`src/rtl/rfst_pkg.sv`:
```
// Constants for the receive frame status and transmit enqueue block.
// Assumes a 16-bit register port with byte enables and an 8-bit byte address.
package rfst_pkg;

  // ==========================================================================
  // Register offsets
  localparam logic [7:0] RX_FRAME_HEADER_STATUS_OFS = 8'h7c;
  localparam logic [7:0] RX_FRAME_BYTE_COUNT_OFS = 8'h7e;
  localparam logic [7:0] TX_QUEUE_COMMAND_OFS = 8'h80;

  // ==========================================================================
  // Header status field positions
  localparam int RX_FRAME_VALID_BIT = 15;
  localparam int ICMP_CHECKSUM_BAD_BIT = 13;
  localparam int IP_HEADER_CHECKSUM_BAD_BIT = 12;
  localparam int TCP_CHECKSUM_BAD_BIT = 11;
  localparam int UDP_CHECKSUM_BAD_BIT = 10;
  localparam int BROADCAST_FLAG_BIT = 7;
  localparam int MULTICAST_FLAG_BIT = 6;
  localparam int UNICAST_FLAG_BIT = 5;
  localparam int MII_SYMBOL_ERROR_BIT = 4;
  localparam int ETHERTYPE_FRAME_BIT = 3;
  localparam int FRAME_TOO_LONG_BIT = 2;
  localparam int RUNT_FRAME_BIT = 1;
  localparam int CRC_ERROR_BIT = 0;

  // ==========================================================================
  // Byte count and command fields
  localparam int RX_BYTE_SIZE_W = 12;
  localparam int MANUAL_ENQUEUE_BIT = 0;
  localparam int FREE_MEMORY_MONITOR_BIT = 1;
  localparam int AUTO_ENQUEUE_BIT = 2;
  localparam int TX_CMD_CTRL_W = 3;
  localparam int TX_MEM_W = 13;
  localparam logic [15:0] TX_QUEUE_COMMAND_RESET = 16'h0000;

  // ==========================================================================
  // Frame length limits in bytes
  localparam logic [15:0] ETHERTYPE_MIN_EXCLUSIVE = 16'h05dc;
  localparam logic [11:0] FRAME_LEN_MAX = 12'h7d0;

endpackage : rfst_pkg

```
`src/rtl/rfst_tx_if.sv`:
```
// Carries the transmit command bits between the register front end and the enqueue engine.
// Assumes both ends share core_clk.
interface rfst_tx_if;
  logic cmd_wr;
  logic [rfst_pkg::TX_CMD_CTRL_W-1:0] cmd_wdata;
  logic [rfst_pkg::TX_CMD_CTRL_W-1:0] cmd_bits;

  modport ctrl (
    output cmd_wr,
    output cmd_wdata,
    input cmd_bits
  );

  modport engine (
    input cmd_wr,
    input cmd_wdata,
    output cmd_bits
  );
endinterface : rfst_tx_if

```
`src/rtl/rfst_rx_classify.sv`:
```
// Builds the header status word and keep decision for one finished receive frame.
// Assumes all inputs are stable in the cycle that frame_done is high.
module rfst_rx_classify (
  // Frame facts from the receive MAC
  input wire logic [47:0] dest_addr,
  input wire logic [15:0] len_type,
  input wire logic [rfst_pkg::RX_BYTE_SIZE_W-1:0] byte_count,
  input wire logic icmp_bad,
  input wire logic ip_bad,
  input wire logic tcp_bad,
  input wire logic udp_bad,
  input wire logic mii_error,
  input wire logic collision,
  input wire logic early_end,
  input wire logic crc_error,
  input wire logic pass_bad_frame,
  // Result
  output logic [15:0] status,
  output logic keep
);
  logic is_bcast;
  logic is_mcast;
  logic is_runt;
  logic too_long;

  // ==========================================================================
  // Classification
  // address class
  assign is_bcast = &dest_addr;
  assign is_mcast = dest_addr[40];
  assign is_runt = collision | early_end;
  assign too_long = byte_count > rfst_pkg::FRAME_LEN_MAX;

  always_comb begin
    status = 16'h0000;
    status[rfst_pkg::ICMP_CHECKSUM_BAD_BIT] = icmp_bad;
    status[rfst_pkg::IP_HEADER_CHECKSUM_BAD_BIT] = ip_bad;
    status[rfst_pkg::TCP_CHECKSUM_BAD_BIT] = tcp_bad;
    status[rfst_pkg::UDP_CHECKSUM_BAD_BIT] = udp_bad;
    status[rfst_pkg::BROADCAST_FLAG_BIT] = is_bcast;
    status[rfst_pkg::MULTICAST_FLAG_BIT] = is_mcast;
    status[rfst_pkg::UNICAST_FLAG_BIT] = ~is_mcast;
    status[rfst_pkg::MII_SYMBOL_ERROR_BIT] = mii_error;
    // type versus length, held low on runts since it means nothing there
    status[rfst_pkg::ETHERTYPE_FRAME_BIT] = ~is_runt & (len_type > rfst_pkg::ETHERTYPE_MIN_EXCLUSIVE);
    // too long flag only, no truncation
    status[rfst_pkg::FRAME_TOO_LONG_BIT] = too_long;
    status[rfst_pkg::RUNT_FRAME_BIT] = is_runt;
    status[rfst_pkg::CRC_ERROR_BIT] = crc_error;
  end

  // bad frames kept only when passing is enabled
  assign keep = pass_bad_frame | ~(too_long | is_runt | crc_error);

endmodule : rfst_rx_classify

```
`src/rtl/rfst_tx_enqueue.sv`:
```
// Transmit enqueue engine: manual and automatic enqueue and the free memory monitor.
// Assumes frame events arrive as one-cycle pulses on core_clk.
module rfst_tx_enqueue (
  // Clock and reset
  input wire logic core_clk,
  input wire logic reset,
  input wire logic clk_en,
  // Command bits
  rfst_tx_if.engine cmd,
  // Transmit queue side
  input wire logic frame_prepared,
  input wire logic frame_done,
  input wire logic [rfst_pkg::TX_MEM_W-1:0] free_bytes,
  input wire logic [rfst_pkg::TX_MEM_W-1:0] size_request,
  output logic enqueue,
  output logic mem_avail_event
);
  logic manual_q;
  logic monitor_q;
  logic auto_q;
  logic fired_q;
  logic enqueue_q;
  logic event_q;
  logic manual_set;
  logic monitor_set;

  assign manual_set = cmd.cmd_wr & cmd.cmd_wdata[rfst_pkg::MANUAL_ENQUEUE_BIT];
  assign monitor_set = cmd.cmd_wr & cmd.cmd_wdata[rfst_pkg::FREE_MEMORY_MONITOR_BIT];

  // ==========================================================================
  // Manual enqueue
  always_ff @(posedge core_clk) begin
    if (reset) begin
      manual_q <= 1'b0;
    end else if (clk_en) begin
      if (manual_set) begin
        manual_q <= 1'b1;
      end else if (frame_done) begin
        manual_q <= 1'b0;
      end
    end
  end

  // ==========================================================================
  // Automatic enqueue
  always_ff @(posedge core_clk) begin
    if (reset) begin
      auto_q <= 1'b0;
    end else if (clk_en && cmd.cmd_wr) begin
      auto_q <= cmd.cmd_wdata[rfst_pkg::AUTO_ENQUEUE_BIT];
    end
  end

  // ==========================================================================
  // Enqueue pulse
  always_ff @(posedge core_clk) begin
    if (reset) begin
      enqueue_q <= 1'b0;
    end else if (clk_en) begin
      // one frame per manual write while bit 0 is clear, every prepared frame in auto
      enqueue_q <= (manual_set & ~manual_q) | (auto_q & frame_prepared);
    end
  end

  // ==========================================================================
  // Free memory monitor
  always_ff @(posedge core_clk) begin
    if (reset) begin
      monitor_q <= 1'b0;
    end else if (clk_en) begin
      // self-clear after the frame, set wins
      if (monitor_set) begin
        monitor_q <= 1'b1;
      end else if (frame_done) begin
        monitor_q <= 1'b0;
      end
    end
  end

  // One event per arming; rearms only after the self-clear
  always_ff @(posedge core_clk) begin
    if (reset) begin
      fired_q <= 1'b0;
      event_q <= 1'b0;
    end else if (clk_en) begin
      event_q <= monitor_q & ~fired_q & (free_bytes >= size_request);
      if (!monitor_q) begin
        fired_q <= 1'b0;
      end else if (free_bytes >= size_request) begin
        fired_q <= 1'b1;
      end
    end
  end

  assign cmd.cmd_bits = {auto_q, monitor_q, manual_q};
  assign enqueue = enqueue_q;
  assign mem_avail_event = event_q;

endmodule : rfst_tx_enqueue

```
`src/rtl/rfst_top.sv`:
```
// Receive frame status queue and transmit queue command registers.
// Assumes a same-clock register port fed by the SPI front end and a MAC on core_clk.
// Function
// - One status entry per kept received frame while the queue has room, readable while frames are counted.
// - Bit 15 set when head frame and status valid, else clear.
// - Bit 13 flags a bad ICMP checksum.
// - Bits 12, 11, 10 flag bad IP header, TCP and UDP checksums.
// - Bits 7, 6, 5 give broadcast, multicast (incl. broadcast) and unicast.
// - Bit 4 flags an MII symbol error during reception.
// - Bit 3 set for type field above 1500, meaningless for runts.
// - Bit 2 for frames over 2000 bytes; kept only if passing bad frames.
// - Bit 1 for collision-damaged or early-ended runts; kept only if passing bad.
// - Bit 0 for CRC errors; such frames kept only if passing bad.
// - Byte count register bits 11-0 give the current frame size.
// - Command bit 0 queues one frame, self-clears when it has been sent.
// - Command bit 2 queues every prepared frame automatically.
// - Command bit 1 pulses tx_mem_avail_event once free memory meets request.
// - Bit 1 self-clears after the frame is sent; host waits before rearming.
module rfst_top #(
  parameter int RXQ_DEPTH = 8,
  parameter int RXQ_AW = 3
) (
  // Clock and reset
  input wire logic core_clk,
  input wire logic reset,
  input wire logic clk_en,
  // Register port
  input wire logic [7:0] reg_addr,
  input wire logic reg_wr,
  input wire logic reg_rd,
  input wire logic [1:0] reg_be,
  input wire logic [15:0] reg_wdata,
  output logic [15:0] reg_rdata,
  output logic reg_rvalid,
  // Receive MAC side
  input wire logic rx_frame_done,
  input wire logic [47:0] rx_dest_addr,
  input wire logic [15:0] rx_len_type,
  input wire logic [rfst_pkg::RX_BYTE_SIZE_W-1:0] rx_byte_size,
  input wire logic rx_icmp_bad,
  input wire logic rx_ip_bad,
  input wire logic rx_tcp_bad,
  input wire logic rx_udp_bad,
  input wire logic rx_mii_error,
  input wire logic rx_collision,
  input wire logic rx_early_end,
  input wire logic rx_crc_error,
  input wire logic pass_bad_frame,
  // Receive queue control
  input wire logic rx_release,
  output logic [RXQ_AW:0] rx_frame_counter,
  output logic rx_overflow,
  // Transmit queue side
  input wire logic tx_frame_prepared,
  input wire logic tx_frame_done,
  input wire logic [rfst_pkg::TX_MEM_W-1:0] tx_free_bytes,
  input wire logic [rfst_pkg::TX_MEM_W-1:0] tx_next_frame_size_request,
  output logic tx_enqueue,
  output logic tx_mem_avail_event
);
  logic [15:0] cls_status;
  logic cls_keep;
  logic [15:0] stat_mem_q [RXQ_DEPTH];
  logic [rfst_pkg::RX_BYTE_SIZE_W-1:0] size_mem_q [RXQ_DEPTH];
  logic [RXQ_AW-1:0] wr_ptr_q;
  logic [RXQ_AW-1:0] rd_ptr_q;
  logic [RXQ_AW:0] count_q;
  logic push;
  logic pop;
  logic full;
  logic overflow_q;
  logic [15:0] head_status;
  logic [15:0] head_size;
  logic [12:0] cmd_reserved_q;
  logic [15:0] cmd_read;
  logic [15:0] rdata_q;
  logic rvalid_q;
  logic sel_cmd;

  rfst_tx_if tx_bus ();

  // ==========================================================================
  // Frame classification
  rfst_rx_classify u_classify (
    .dest_addr(rx_dest_addr),
    .len_type(rx_len_type),
    .byte_count(rx_byte_size),
    .icmp_bad(rx_icmp_bad),
    .ip_bad(rx_ip_bad),
    .tcp_bad(rx_tcp_bad),
    .udp_bad(rx_udp_bad),
    .mii_error(rx_mii_error),
    .collision(rx_collision),
    .early_end(rx_early_end),
    .crc_error(rx_crc_error),
    .pass_bad_frame(pass_bad_frame),
    .status(cls_status),
    .keep(cls_keep)
  );

  // ==========================================================================
  // Receive status queue
  assign full = count_q == (RXQ_AW + 1)'(RXQ_DEPTH);
  assign push = rx_frame_done & cls_keep & ~full;
  // release advances to the next frame
  assign pop = rx_release & (count_q != '0);

  // Entries written in place; the pointer picks the slot
  always_ff @(posedge core_clk) begin
    if (clk_en && push) begin
      stat_mem_q[wr_ptr_q] <= cls_status;
      size_mem_q[wr_ptr_q] <= rx_byte_size;
    end
  end

  always_ff @(posedge core_clk) begin
    if (reset) begin
      wr_ptr_q <= '0;
    end else if (clk_en && push) begin
      wr_ptr_q <= (wr_ptr_q == RXQ_AW'(RXQ_DEPTH - 1)) ? '0 : wr_ptr_q + 1'b1;
    end
  end

  always_ff @(posedge core_clk) begin
    if (reset) begin
      rd_ptr_q <= '0;
    end else if (clk_en && pop) begin
      rd_ptr_q <= (rd_ptr_q == RXQ_AW'(RXQ_DEPTH - 1)) ? '0 : rd_ptr_q + 1'b1;
    end
  end

  always_ff @(posedge core_clk) begin
    if (reset) begin
      count_q <= '0;
    end else if (clk_en) begin
      // Simultaneous push and pop leave the count alone
      unique case ({push, pop})
        2'b10: begin
          count_q <= count_q + 1'b1;
        end
        2'b01: begin
          count_q <= count_q - 1'b1;
        end
        2'b00, 2'b11: begin
          count_q <= count_q;
        end
      endcase
    end
  end

  // A full queue cannot grow, so a kept frame arriving then is lost and flagged
  always_ff @(posedge core_clk) begin
    if (reset) begin
      overflow_q <= 1'b0;
    end else if (clk_en) begin
      overflow_q <= rx_frame_done & cls_keep & full;
    end
  end

  // ==========================================================================
  // Head entry view
  always_comb begin
    head_status = 16'h0000;
    head_size = 16'h0000;
    if (count_q != '0) begin
      head_status = stat_mem_q[rd_ptr_q];
      // valid only with a pending completed frame
      head_status[rfst_pkg::RX_FRAME_VALID_BIT] = 1'b1;
      // twelve bit size, upper bits zero
      head_size[rfst_pkg::RX_BYTE_SIZE_W-1:0] = size_mem_q[rd_ptr_q];
    end
  end

  // ==========================================================================
  // Transmit command register
  assign sel_cmd = reg_addr == rfst_pkg::TX_QUEUE_COMMAND_OFS;
  assign tx_bus.cmd_wr = clk_en & reg_wr & sel_cmd & reg_be[0];
  assign tx_bus.cmd_wdata = reg_wdata[rfst_pkg::TX_CMD_CTRL_W-1:0];

  // Reserved upper bits are plain storage
  always_ff @(posedge core_clk) begin
    if (reset) begin
      cmd_reserved_q <= rfst_pkg::TX_QUEUE_COMMAND_RESET[15:3];
    end else if (clk_en && reg_wr && sel_cmd) begin
      if (reg_be[0]) begin
        cmd_reserved_q[4:0] <= reg_wdata[7:3];
      end
      if (reg_be[1]) begin
        cmd_reserved_q[12:5] <= reg_wdata[15:8];
      end
    end
  end

  assign cmd_read = {cmd_reserved_q, tx_bus.cmd_bits};

  rfst_tx_enqueue u_tx_enqueue (
    .core_clk(core_clk),
    .reset(reset),
    .clk_en(clk_en),
    .cmd(tx_bus.engine),
    .frame_prepared(tx_frame_prepared),
    .frame_done(tx_frame_done),
    .free_bytes(tx_free_bytes),
    .size_request(tx_next_frame_size_request),
    .enqueue(tx_enqueue),
    .mem_avail_event(tx_mem_avail_event)
  );

  // ==========================================================================
  // Register read
  always_ff @(posedge core_clk) begin
    if (reset) begin
      rdata_q <= 16'h0000;
      rvalid_q <= 1'b0;
    end else if (clk_en) begin
      rvalid_q <= reg_rd;
      if (reg_rd) begin
        // reads do not consume the entry
        unique case (reg_addr)
          rfst_pkg::RX_FRAME_HEADER_STATUS_OFS: begin
            rdata_q <= head_status;
          end
          rfst_pkg::RX_FRAME_BYTE_COUNT_OFS: begin
            rdata_q <= head_size;
          end
          rfst_pkg::TX_QUEUE_COMMAND_OFS: begin
            rdata_q <= cmd_read;
          end
          default: begin
            rdata_q <= 16'h0000;
          end
        endcase
      end
    end
  end

  assign reg_rdata = rdata_q;
  assign reg_rvalid = rvalid_q;
  assign rx_frame_counter = count_q;
  assign rx_overflow = overflow_q;

endmodule : rfst_top

```
`config.mk`:
```
export PLATFORM = sky130hd
export DESIGN_NAME = rfst_top
export DESIGN_NICKNAME = d
export VERILOG_FILES = /design/src/rtl/rfst_pkg.sv /design/src/rtl/rfst_tx_if.sv /design/src/rtl/rfst_rx_classify.sv /design/src/rtl/rfst_tx_enqueue.sv /design/src/rtl/rfst_top.sv
export SDC_FILE = /design/constraint.sdc
export NUM_CORES = 1
export LEC_CHECK = 0
export BUFFER_PORTS_ARGS = -buffer_cell sky130_fd_sc_hd__buf_2
export CAP_MARGIN = 15
export CELL_PAD_IN_SITES_DETAIL_PLACEMENT = 0
export CELL_PAD_IN_SITES_GLOBAL_PLACEMENT = 2
export CORE_ASPECT_RATIO = 2
export CORE_UTILIZATION = 40
export CTS_CLUSTER_DIAMETER = 200
export DETAILED_ROUTE_END_ITERATION = 8
export PLACE_DENSITY_LB_ADDON = 0.1
export SKIP_CTS_REPAIR_TIMING = 1
export SYNTH_ARGS = -nofsm -noshare
export SYNTH_HDL_FRONTEND = slang
export SYNTH_HIERARCHICAL = 1
export SYNTH_SLANG_ARGS = --single-unit
```
`constraint.sdc`:
```
create_clock -name core_clk -period 7.26 [get_ports core_clk]
set_input_delay 1.452 -clock core_clk [delete_from_list [all_inputs] [get_ports core_clk]]
set_output_delay 1.452 -clock core_clk [all_outputs]
set_load 0.02 [all_outputs]
```
Word-level counts from Yosys, hierarchy flattened --
Memories as Yosys holds them, arrays and structs flattened. A register that Yosys moved wholly into a read port is not among the register bits. Cells that the tools add are included. W data, S select, Z words.
Word-level totals: memories 2, bits in writable memories 192, register bits 47, output and inout bits 24, input bits 146
Cells by class: multiplexer cells 17, add/subtract/negate cells 4, bitwise logic cells 26, $lt $le $gt $ge 3, equality and inequality tests 10, reduce and logical (&&, ||, !) cells 18
Memories:
- size_mem_q | depth 8, bits a word 12, read ports 1, clocked after Yosys merged registers in 1, wr ports 1, RTL line rfst_top.sv:64 | logic [rfst_pkg::RX_BYTE_SIZE_W-1:0] size_mem_q [RXQ_DEPTH];
- stat_mem_q | depth 8, bits a word 12, read ports 1, clocked after Yosys merged registers in 1, wr ports 1, RTL line rfst_top.sv:63 | logic [15:0] stat_mem_q [RXQ_DEPTH];
Operators by type and width (number):
- $pmux W16 S3 | 1
- $reduce_and A48 Y1 | 1
- $mux W3 | 6
- $eq A8 B7 Y1 const B | 2
- $gt A16 B11 Y1 const B | 1
- $mux W16 | 1
- $and A1 B1 Y1 | 14
- $reduce_and A2 Y1 | 7
- $ge A13 B13 Y1 | 1
- $gt A12 B11 Y1 const B | 1
- $mux W12 | 1
- $eq A8 B8 Y1 const B | 1
- $pmux W4 S2 | 1
- $mux W1 | 7
- $not A1 Y1 | 7
- $add A3 B1 Y3 const B | 2
- $eq A3 B3 Y1 const B | 2
- $logic_and A1 B1 Y1 | 5
- $or A1 B1 Y1 | 5
- $add A4 B1 Y4 const B | 1
- $eq A2 B2 Y1 const B | 2
- $eq A4 B4 Y1 const B | 1
- $reduce_bool A2 Y1 | 2
- $reduce_bool A4 Y1 | 1
- 5 further kinds | 5

Logic depth before layout (Yosys ltp) --
Gate-level depths: netlist of the first run.
word-level depth 11, gate-level depth with buffers 12, depth with buffers taken out 12

By module --
Netlist of the first run, hierarchy kept.
Modules (own cells, without submodules):
- rfst_top | sequential area each 7367.1 µm², cells an instance 673, area each 10435.0 µm², instances 1
- rfst_tx_enqueue | sequential area each 120.1 µm², cells an instance 76, area each 591.8 µm², instances 1
- rfst_rx_classify | sequential area each 0.0 µm², cells an instance 50, area each 339.1 µm², instances 1

Worst setup path before layout of the first run --
No wires, ideal clock.
path type in2reg, start point input rx_byte_size[0] in the netlist's numbering, end point memory size_mem_q[0][0] in the netlist's numbering, enable pin, arrival 5.285 ns, setup slack 1.496 ns, cell stages on the path 7, cells stage by stage nor4_1 > nand3b_1 > a21o_1 > o31ai_1 > nand2_1 > a211o_1 > nor4_1
On the way: cells in the longest elaborated chain, start to end 10
Ends and longest elaborated chain:
- start, declared | RTL line rfst_top.sv:39 | input wire logic [rfst_pkg::RX_BYTE_SIZE_W-1:0] rx_byte_size,
- $gt A12 B11 Y1 | RTL line rfst_rx_classify.sv:32 | assign too_long = byte_count > rfst_pkg::FRAME_LEN_MAX;
- named net u_classify.too_long | RTL line rfst_rx_classify.sv:24 | logic too_long;
- $or A1 B1 Y1 (2 in series) | RTL line rfst_rx_classify.sv:53 | assign keep = pass_bad_frame | ~(too_long | is_runt | crc_error);
- $not A1 Y1 | RTL line rfst_rx_classify.sv:53
- $or A1 B1 Y1 | RTL line rfst_rx_classify.sv:53
- named net cls_keep | RTL line rfst_top.sv:62 | logic cls_keep;
- $and A1 B1 Y1 (2 in series) | RTL line rfst_top.sv:104 | assign push = rx_frame_done & cls_keep & ~full;
- $logic_and A1 B1 Y1 | RTL line rfst_top.sv:110 | if (clk_en && push) begin
- $mux W1 | RTL line rfst_top.sv:110
- $mux W1 (not written as such) | RTL line rfst_top.sv:112 | size_mem_q[wr_ptr_q] <= rx_byte_size;
- end, declared | RTL line rfst_top.sv:64
The timed path passes the listed nets, and every way through them passes these cells.

Worst setup path after layout of the first run --
start point input rx_byte_size[0] in the netlist's numbering, end point register count_q[2] (netlist: rx_frame_counter[2])
On the way: cells in the longest elaborated chain, start to end 11, elaborated cells between the ends (all ways) 15, classes of those cells order compare: 1; eq/ne: 3; mux: 1; bitwise: 7; reduce/logical: 3
Ends and longest elaborated chain:
- $gt A12 B11 Y1 * | RTL line rfst_rx_classify.sv:32
- named net cls_status[2] | RTL line rfst_top.sv:61 | logic [15:0] cls_status;
- $or A1 B1 Y1 * (2 in series) | RTL line rfst_rx_classify.sv:53
- $not A1 Y1 * | RTL line rfst_rx_classify.sv:53
- $or A1 B1 Y1 * | RTL line rfst_rx_classify.sv:53
- named net cls_keep | RTL line rfst_top.sv:62
- $and A1 B1 Y1 * (2 in series) | RTL line rfst_top.sv:104
- $eq A2 B2 Y1 / $logic_not A2 Y1 (equally long branches) | RTL line rfst_top.sv:137 | unique case ({push, pop})
- $reduce_or A2 Y1 | RTL line rfst_top.sv:137
- $not A1 Y1 (no line)
- $reduce_and A2 Y1 (no line)
- end signal, assigned | RTL line rfst_top.sv:139 | count_q <= count_q + 1'b1;
- end signal, assigned | RTL line rfst_top.sv:142 | count_q <= count_q - 1'b1;
- end signal, assigned | RTL line rfst_top.sv:145 | count_q <= count_q;
- end, declared | RTL line rfst_top.sv:67 | logic [RXQ_AW:0] count_q;
The timed path passes the listed nets; every way through them passes the cells marked *. A chain may end at the register's enable or synchronous reset.

==> flow_summary.ini, run 1 <==
[outcome]
status = finished, final reports clean

[setup_path]
slowest_delay_ps = 480
start_kind = primary input
crit_path_end_kind = register
cp_cell_sequence = buf_2 -> nor4_1 -> nand3b_1 -> a21o_1 -> o31ai_1 -> nand2_1 -> a21oi_1 -> inv_1 -> ha_1 -> a21o_1 -> or3_1 -> mux2i_1 -> mux2_2
worst-path-buf-inv = 2
cp_top_family = compound AO/OA/AOI/OAI gates
crit_path_max_fanout = 9
critPathSlowestCell = o31ai_1
r2r_end = reg_rdata[10]$_SDFFE_PP0P_
cp.required_ps = 7680
r2r_slack_ps = 4660
setup.worst_path.class = primary input to register
path_common_cell = a21o_1
reg2regPathDepth = 5
cp.arrival_ps = 4670

[final_layout]
drive_gt1_share_pct = 25.74
insertedDiodeCount = 0
stdcell_count = 1327
post-route-util_pct = 48.01
design_area_mm2 = 0.01333
area_growth_pct = 17.35
nets = 1123

[timing]
relSlewSlack_pct = 32.18
tns_ps = 0
hold_viol_final = 0
period_needed_ps = 4246
fmax_mhz = 235.5
grt_setup_unrepaired = no
clock_skew_ps = 13.36
final-max-slew-violation-count = 0
holdWs_ps = 458.8
worst_slew_pin_slew_ps = 1017
fin_ws_ps = 3014
setup_viol = 0
min_period_over_period_pct = 58.48

[clocking]
cts_root_buffer = clkbuf_16
clockBufferDepth = 3
insertion_delay_ps = 530
cts_sinks = 266
numCtsBuffers = 25
cts.clk_slew.worst_paths_ps = 70
htree_levels = 1
cts_tree = done

[place]
pre_cts_ws_ps = 2509
portBuffers = 169
place_area_mm2 = 0.01254
dp_cells = 1283
gp_congestion = 0.8966
dp_hpwl_um = 20570

[die]
fp.dieW_um = 121.2
dieArea_mm2 = 0.02911
ios = 170
num_rows = 86
start_util_pct = 40.91
die_h_um = 240.3
coreArea_mm2 = 0.02776

[route]
wl_met1_um = 11680
drt_wl_total_um = 30260
drtIter0Drc = 481
wl_met3_um = 1409
avgViaCountPerCell = 5.505
wl_met2_um = 16330
drtPass1Iterations = 4
drc = 0
wl_per_cell_um = 22.81
num_vias = 7305
postRouteAntennaNets = 0
highest_layer = met4

[grt]
grt_pass1_wl_um = 44440
groute.usage.overall_pct = 20.77
grt_pass1_vias = 7579
antenna_found_initial = 0
grt_start_max_net_pins = 63
grt-ovfl-total = 0

[synth]
syn_area_mm2 = 0.01136
ys_warn_count = 6
syn_area_per_cell_um2 = 14.23
synthCells = 798

[power]
powerDensity_mw_per_mm2 = 236.8
vdd_drop_max_mv = 0.1790
power_mw = 3.157
p_leak_nw = 4.677

[min_path]
hp-start = rx_overflow$_SDFFE_PP0P_
holdPathStages = 2
hp-class = register to register
whs_endpoint = rx_overflow$_SDFFE_PP0P_

[run]
maxCapViolCount = 0
-- cell type report --
class	count	area [um^2]
Timing Repair Buffer	187	980.9
Clock inverter	14	148.9
Multi-Input combinational cell	457	3546
Inverter	21	78.83
Tap cell	352	440.4
Fill cell	2476	14430
Clock buffer	30	644.4
Sequential cell	266	7490
-- worst max path at each step --
| stage | startpoint | endpoint | cells after the start |
|---|---|---|---|
| finish | rx_byte_size[0] | rx_frame_counter[2]$_SDFFE_PP0P_ | 13 |
| global route | rx_byte_size[0] | rx_frame_counter[2]$_SDFFE_PP0P_ | 13 |
| CTS | rx_byte_size[0] | rx_frame_counter[2]$_SDFFE_PP0P_ | 13 |
| detailed placement | rx_byte_size[0] | rx_frame_counter[2]$_SDFFE_PP0P_ | 13 |
| global placement | rx_byte_size[0] | rx_frame_counter[2]$_SDFFE_PP0P_ | 13 |
| floorplan | rx_byte_size[0] | size_mem_q[0][0]$_DFFE_PP_ | 7 |
-- placed cells by master (no fill, tap or decap), types with 4 or more instances in the layout --
cell / count
nor2_1: 41
mux2_2: 5
nand3_1: 8
clkinv_1: 5
clkbuf_1: 5
clkbuf_16: 25
nand2b_1: 5
nor2b_1: 7
nand4_1: 42
and2_1: 7
nor3_2: 4
nand2_1: 34
a22oi_1: 48
nor4_1: 7
ha_1: 19
dfxtp_1: 48
o211ai_1: 12
buf_4: 18
nor3_1: 6
mux2i_1: 112
buf_2: 169
a21oi_1: 29
a2bb2oi_1: 12
edfxtp_1: 216
inv_1: 21
-- state kept, by name (all words and copies together) (netlist names), named ones only --
signal,cells
stat_mem_q,120
size_mem_q,96
reg_rdata,16
cmd_reserved_q,13
rx_frame_counter,4
rd_ptr_q,3
wr_ptr_q,3
reg_rvalid,1
rx_overflow,1
u_tx_enqueue/auto_q,1
u_tx_enqueue/enqueue,1
u_tx_enqueue/fired_q,1
u_tx_enqueue/manual_q,1
u_tx_enqueue/mem_avail_event,1
u_tx_enqueue/monitor_q,1
-- worst min-delay path, cell delays in order (launching register included) --
cell     delay [ps]
dfxtp_1         310
nand2_1          50
a21oi_1          50
-- power breakdown --
| part | total, mW | switching (mW) | internal, mW |
|---|---|---|---|
| clock network | 1.28 | 0.541 | 0.738 |
| registers | 1.67 | 0.00997 | 1.66 |
| logic | 0.209 | 0.124 | 0.0844 |
| total | 3.16 | 0.675 | 2.48 |
-- routing by layer --
layer	GRT usage, %	vias up
li1	-	3405
met1	24.14	3629
met2	38.41	231
met3	2.491	40
met4	7.744	0
met5	0	-
Note: power is estimated with default switching activity, not from simulation.
==> run 2, diff against run 1 <==
--- a/config.mk
+++ b/config.mk
@@ -5,12 +5,13 @@
 export SDC_FILE = /design/constraint.sdc
 export NUM_CORES = 1
 export LEC_CHECK = 0
+export ABC_AREA = 1
 export BUFFER_PORTS_ARGS = -buffer_cell sky130_fd_sc_hd__buf_2
 export CAP_MARGIN = 15
 export CELL_PAD_IN_SITES_DETAIL_PLACEMENT = 0
 export CELL_PAD_IN_SITES_GLOBAL_PLACEMENT = 2
 export CORE_ASPECT_RATIO = 2
-export CORE_UTILIZATION = 40
+export CORE_UTILIZATION = 37
 export CTS_CLUSTER_DIAMETER = 200
 export DETAILED_ROUTE_END_ITERATION = 8
 export PLACE_DENSITY_LB_ADDON = 0.1
==> constraint.sdc (replaced) <==
create_clock -name core_clk -period 4.4 [get_ports core_clk]
set_input_delay 0.88 -clock core_clk [delete_from_list [all_inputs] [get_ports core_clk]]
set_output_delay 0.88 -clock core_clk [all_outputs]
set_load 0.02 [all_outputs]
==> flow_summary.ini, run 2 <==
[setup_path]
worst-path-buf-inv = 6
cp.required_ps = 4570
slowest_delay_ps = 430
crit_path_max_fanout = 27
start_kind = primary input
cp.arrival_ps = 3100
cp_top_family = simple AND/OR/NAND/NOR gates
path_common_cell = nand2_1
setup.worst_path.class = primary input to register
cp_cell_sequence = buf_2 -> inv_1 -> nand2_1 -> nor2_2 -> nand3_1 -> nand2_1 -> nand2_1 -> nand2_1 -> nand2_1 -> inv_1 -> nand2_2 -> nor2_1 -> inv_1 -> nor2_1 -> inv_1 -> nor2_2 -> buf_4
crit_path_end_kind = register
critPathSlowestCell = buf_4

[place]
portBuffers = 169
gp_congestion = 0.7554
dp_cells = 1609
place_area_mm2 = 0.01274
dp_hpwl_um = 19380
pre_cts_ws_ps = 877.4

[clocking]
cts_tree = done
cts_sinks = 266
clockBufferDepth = 3
htree_levels = 1
numCtsBuffers = 24
insertion_delay_ps = 530
cts_root_buffer = clkbuf_16
cts.clk_slew.worst_paths_ps = 70

[grt]
grt_start_max_net_pins = 109
antenna_found_initial = 0
grt_pass1_wl_um = 45800
grt-ovfl-total = 0
groute.usage.overall_pct = 19.16
grt_pass1_vias = 8108

[outcome]
status = finished, final reports clean

[power]
vdd_drop_max_mv = 0.2520
p_leak_nw = 5.123
power_mw = 5.534
powerDensity_mw_per_mm2 = 407.2

[route]
drtPass1Iterations = 5
drc = 0
drt_wl_total_um = 29960
drtIter0Drc = 375
num_vias = 8134
avgViaCountPerCell = 4.918
postRouteAntennaNets = 0
wl_per_cell_um = 18.11

[timing]
final-max-slew-violation-count = 0
fmax_mhz = 341.2
fin_ws_ps = 1469
holdWs_ps = 450.6
worst_slew_pin_slew_ps = 1028
clock_skew_ps = 9.222
setup_viol = 0
hold_viol_final = 0
period_needed_ps = 2931
min_period_over_period_pct = 66.60
grt_setup_unrepaired = no
relSlewSlack_pct = 30.95
tns_ps = 0

[die]
start_util_pct = 37.55
coreArea_mm2 = 0.03086
die_h_um = 252.2
dieArea_mm2 = 0.03206
ios = 170
num_rows = 91
fp.dieW_um = 127.1

[final_layout]
drive_gt1_share_pct = 21.36
stdcell_count = 1654
insertedDiodeCount = 0
post-route-util_pct = 44.05
multi_input_area_mm2 = 0.003432
nets = 1383
final_common_cell = edfxtp_1
design_area_mm2 = 0.01359
mostFrequentLayoutCells = 216 x edfxtp_1, 174 x nor2_1, 169 x buf_2
fill_cells = 3011
area_growth_pct = 17.32
area.sequential_mm2 = 0.007492
largest_reg_flops = 120
top_register = stat_mem_q

[run]
maxCapViolCount = 0

[synth]
syn_area_per_cell_um2 = 10.84
syn_area_mm2 = 0.01158
ys_warn_count = 6
synthCells = 1069

[min_path]
hp-class = register to register
## run 2: layout make-up
cell class                 instances  area share, %
sequential                       266          55.12
multi-input combinational        660          25.25
timing repair buffer             187          7.456
clock buffer                      30          4.741
tap                              418          3.848
inverter                          79          2.246
clock inverter                    14          1.335
## run 2: power by group
part	leakage (nW)	total, mW	internal (mW)	switching, mW
Combinational	2.36	0.539	0.179	0.360
Clock	0.392	2.20	1.28	0.921
Sequential	2.37	2.79	2.75	0.0398
Total	5.12	5.53	4.21	1.32
## run 2: worst paths after layout
kind,start,slack (ps),cells past startpoint,end
max,rx_byte_size[11],1470,17,stat_mem_q[5][13]$_DFFE_PP_
min,cmd_reserved_q[11]$_SDFFE_PP0P_,450,2,cmd_reserved_q[11]$_SDFFE_PP0P_
min reg2reg,cmd_reserved_q[11]$_SDFFE_PP0P_,450,2,cmd_reserved_q[11]$_SDFFE_PP0P_
max reg2reg,register,1950,7,reg_rdata[11]$_SDFFE_PP0P_
## run 2: per-layer routing
metal	global-route usage [%]	vias up	part of all wire [%]
met5	0	-	0
met1	21.47	3854	38
met4	6.735	0	2.4
li1	-	4039	-
met2	36.91	207	56
met3	1.990	34	3.9
## run 2: tightest hold or removal path: stages (launching register included)
cell     delay [ps]
dfxtp_1         310
inv_1            50
a21oi_1          50
==> run 3, diff against run 2 <==
==> constraint.sdc (replaced) <==
create_clock -name core_clk -period 2.7 [get_ports core_clk]
set_input_delay 0.54 -clock core_clk [delete_from_list [all_inputs] [get_ports core_clk]]
set_output_delay 0.54 -clock core_clk [all_outputs]
set_load 0.02 [all_outputs]
==> flow_summary.ini, run 3 (same netlist as run 2, synthesis figures left out) <==
[outcome]
status = finished, final reports clean

[run]
maxCapViolCount = 0

[power]
vdd_drop_max_mv = 0.4297
power_switching_mw = 2.189
pwr-share-comb_pct = 10.5
seqPwrFrac_pct = 49.3
p_sw_share_pct = 23.84
powerDensity_mw_per_mm2 = 660.5
pwr-share-clk_pct = 40.2
p_leak_nw = 5.292
internal_power_mw = 6.994

[clocking]
cts_tree = done
cts.clk_slew.worst_paths_ps = 60
numCtsBuffers = 25
htree_levels = 1
insertion_delay_ps = 530
clockBufferDepth = 3
cts_sinks = 266
cts_root_buffer = clkbuf_16

[die]
die_h_um = 252.2
num_rows = 91
ios = 170
fp.dieW_um = 127.1
dieArea_mm2 = 0.03206
start_util_pct = 37.55
coreArea_mm2 = 0.03086

[route]
num_vias = 8369
drtPass1Iterations = 4
postRouteAntennaNets = 0
wl_per_cell_um = 18.51
drt_wl_total_um = 31130
drtIter0Drc = 361
drc = 0
avgViaCountPerCell = 4.976

[timing]
period_needed_ps = 2290
worst_slew_pin_slew_ps = 902.8
tns_ps = 0
setup_viol = 0
fmax_mhz = 436.7
hold_viol_final = 0
grt_setup_unrepaired = no
final-max-slew-violation-count = 0
min_period_over_period_pct = 84.80
relSlewSlack_pct = 39.75
fin_ws_ps = 410.3
clock_skew_ps = 7.934

[final_layout]
area_growth_pct = 20.00
mostFrequentLayoutCells = 216 x edfxtp_1, 174 x nor2_1, 169 x buf_2
fill_cells = 2944
drive_gt1_share_pct = 23.02
top_register = stat_mem_q
nets = 1411
final_common_cell = edfxtp_1
multi_input_area_mm2 = 0.003412
insertedDiodeCount = 0
area.sequential_mm2 = 0.007490
largest_reg_flops = 120

[setup_path]
setup.worst_path.class = primary input to register
start_kind = primary input
critPathSlowestCell = buf_4
worst-path-buf-inv = 6
cp_top_family = simple AND/OR/NAND/NOR gates
path_common_cell = nand2_1
crit_path_max_fanout = 10
cp.arrival_ps = 2520
cp.required_ps = 2930
crit_path_end_kind = register
slowest_delay_ps = 250
cp_cell_sequence = buf_2 -> inv_1 -> nand2_1 -> nor2_2 -> nand3_1 -> nand2_1 -> nand2_1 -> nand2_1 -> nand2_1 -> inv_1 -> nand2_2 -> nor2_1 -> inv_1 -> nor2_1 -> inv_1 -> nor2_2 -> buf_4

[grt]
groute.usage.overall_pct = 19.76
grt-ovfl-total = 0
grt_pass1_vias = 8452
antenna_found_initial = 1
grt_pass1_wl_um = 47210
grt_start_max_net_pins = 85

[place]
pre_cts_ws_ps = -126.1
gp_congestion = 0.7449
dp_hpwl_um = 20800
portBuffers = 169

[min_path]
hp-class = primary input to register
## run 3: cell types whose count changed in the layout (fill, tap and decap cells not counted), moves of 2 or more
cell / before / now
buf_4: 16 / 34
buf_12: 1 / 11
nor2_2: 8 / 12
nor2_4: 4 / 0
clkbuf_1: 5 / 2
clkinv_1: 4 / 7
clkinv_4: 2 / 0
## run 3: path summary, 6_finish.rpt
| kind | slack [ps] | start | cells after the start | endpoint |
|---|---|---|---|---|
| worst min register to register | 450 | cmd_reserved_q[7]$_SDFFE_PP0P_ | 2 | cmd_reserved_q[7]$_SDFFE_PP0P_ |
| worst max-delay path | 410 | rx_byte_size[11] | 17 | size_mem_q[3][7]$_DFFE_PP_ |
| worst min-delay path | 260 | rx_byte_size[2] | 1 | size_mem_q[3][2]$_DFFE_PP_ |
| worst max register to register | 670 | register | 8 | reg_rdata[6]$_SDFFE_PP0P_ |
## run 3: cell type report
cell class,count,share of cell area [%]
sequential,266,53.87
multi-input combinational,660,24.54
timing repair buffer,214,9.504
clock buffer,27,4.554
tap,418,3.762
inverter,79,2.196
clock inverter,18,1.566
## run 3: through the flow
step | hold slack [ps] | util [%] | area [um^2] | instances | total power, mW
final | 257.9 | 45.05 | 13900 | 1682 | 9.183
after detailed placement | 439.0 | 42.30 | 13050 | 1637 | 5.599
after CTS | 242.5 | 45.05 | 13900 | 1682 | 9.296
after global routing | 240.2 | 45.05 | 13900 | 1682 | 9.556
after floorplan | 423.7 | - | 11600 | 1071 | 5.227
after global placement | 438.3 | 42.30 | 13050 | 1637 | 5.601
## run 3: worst reg2reg max path: stages, from the launching register on
cell      delay (ps)
dfxtp_2          360
inv_6            400
buf_4            410
o21ai_0          100
o221ai_1         220
nand3_1          110
nand2_1          140
nand2_1          100
a21oi_2          120
## run 3: power by group through the flow
stage,clock [mW],sequential (mW),combinational (mW)
after global routing,3.93,4.53,1.09
after floorplan,0,4.64,0.587
after global placement,0,4.62,0.981
after CTS,3.78,4.53,0.985
final,3.69,4.53,0.964
after detailed placement,0,4.62,0.981
## run 3: layer usage
metal  vias up  part of all wire (%)  GRT usage (%)
met1      3981                    37          21.00
met5         -                 0.042              0
met2       233                    55          38.78
met4         2                   3.1          7.551
met3        54                   4.2          2.477
li1       4099                     -              -
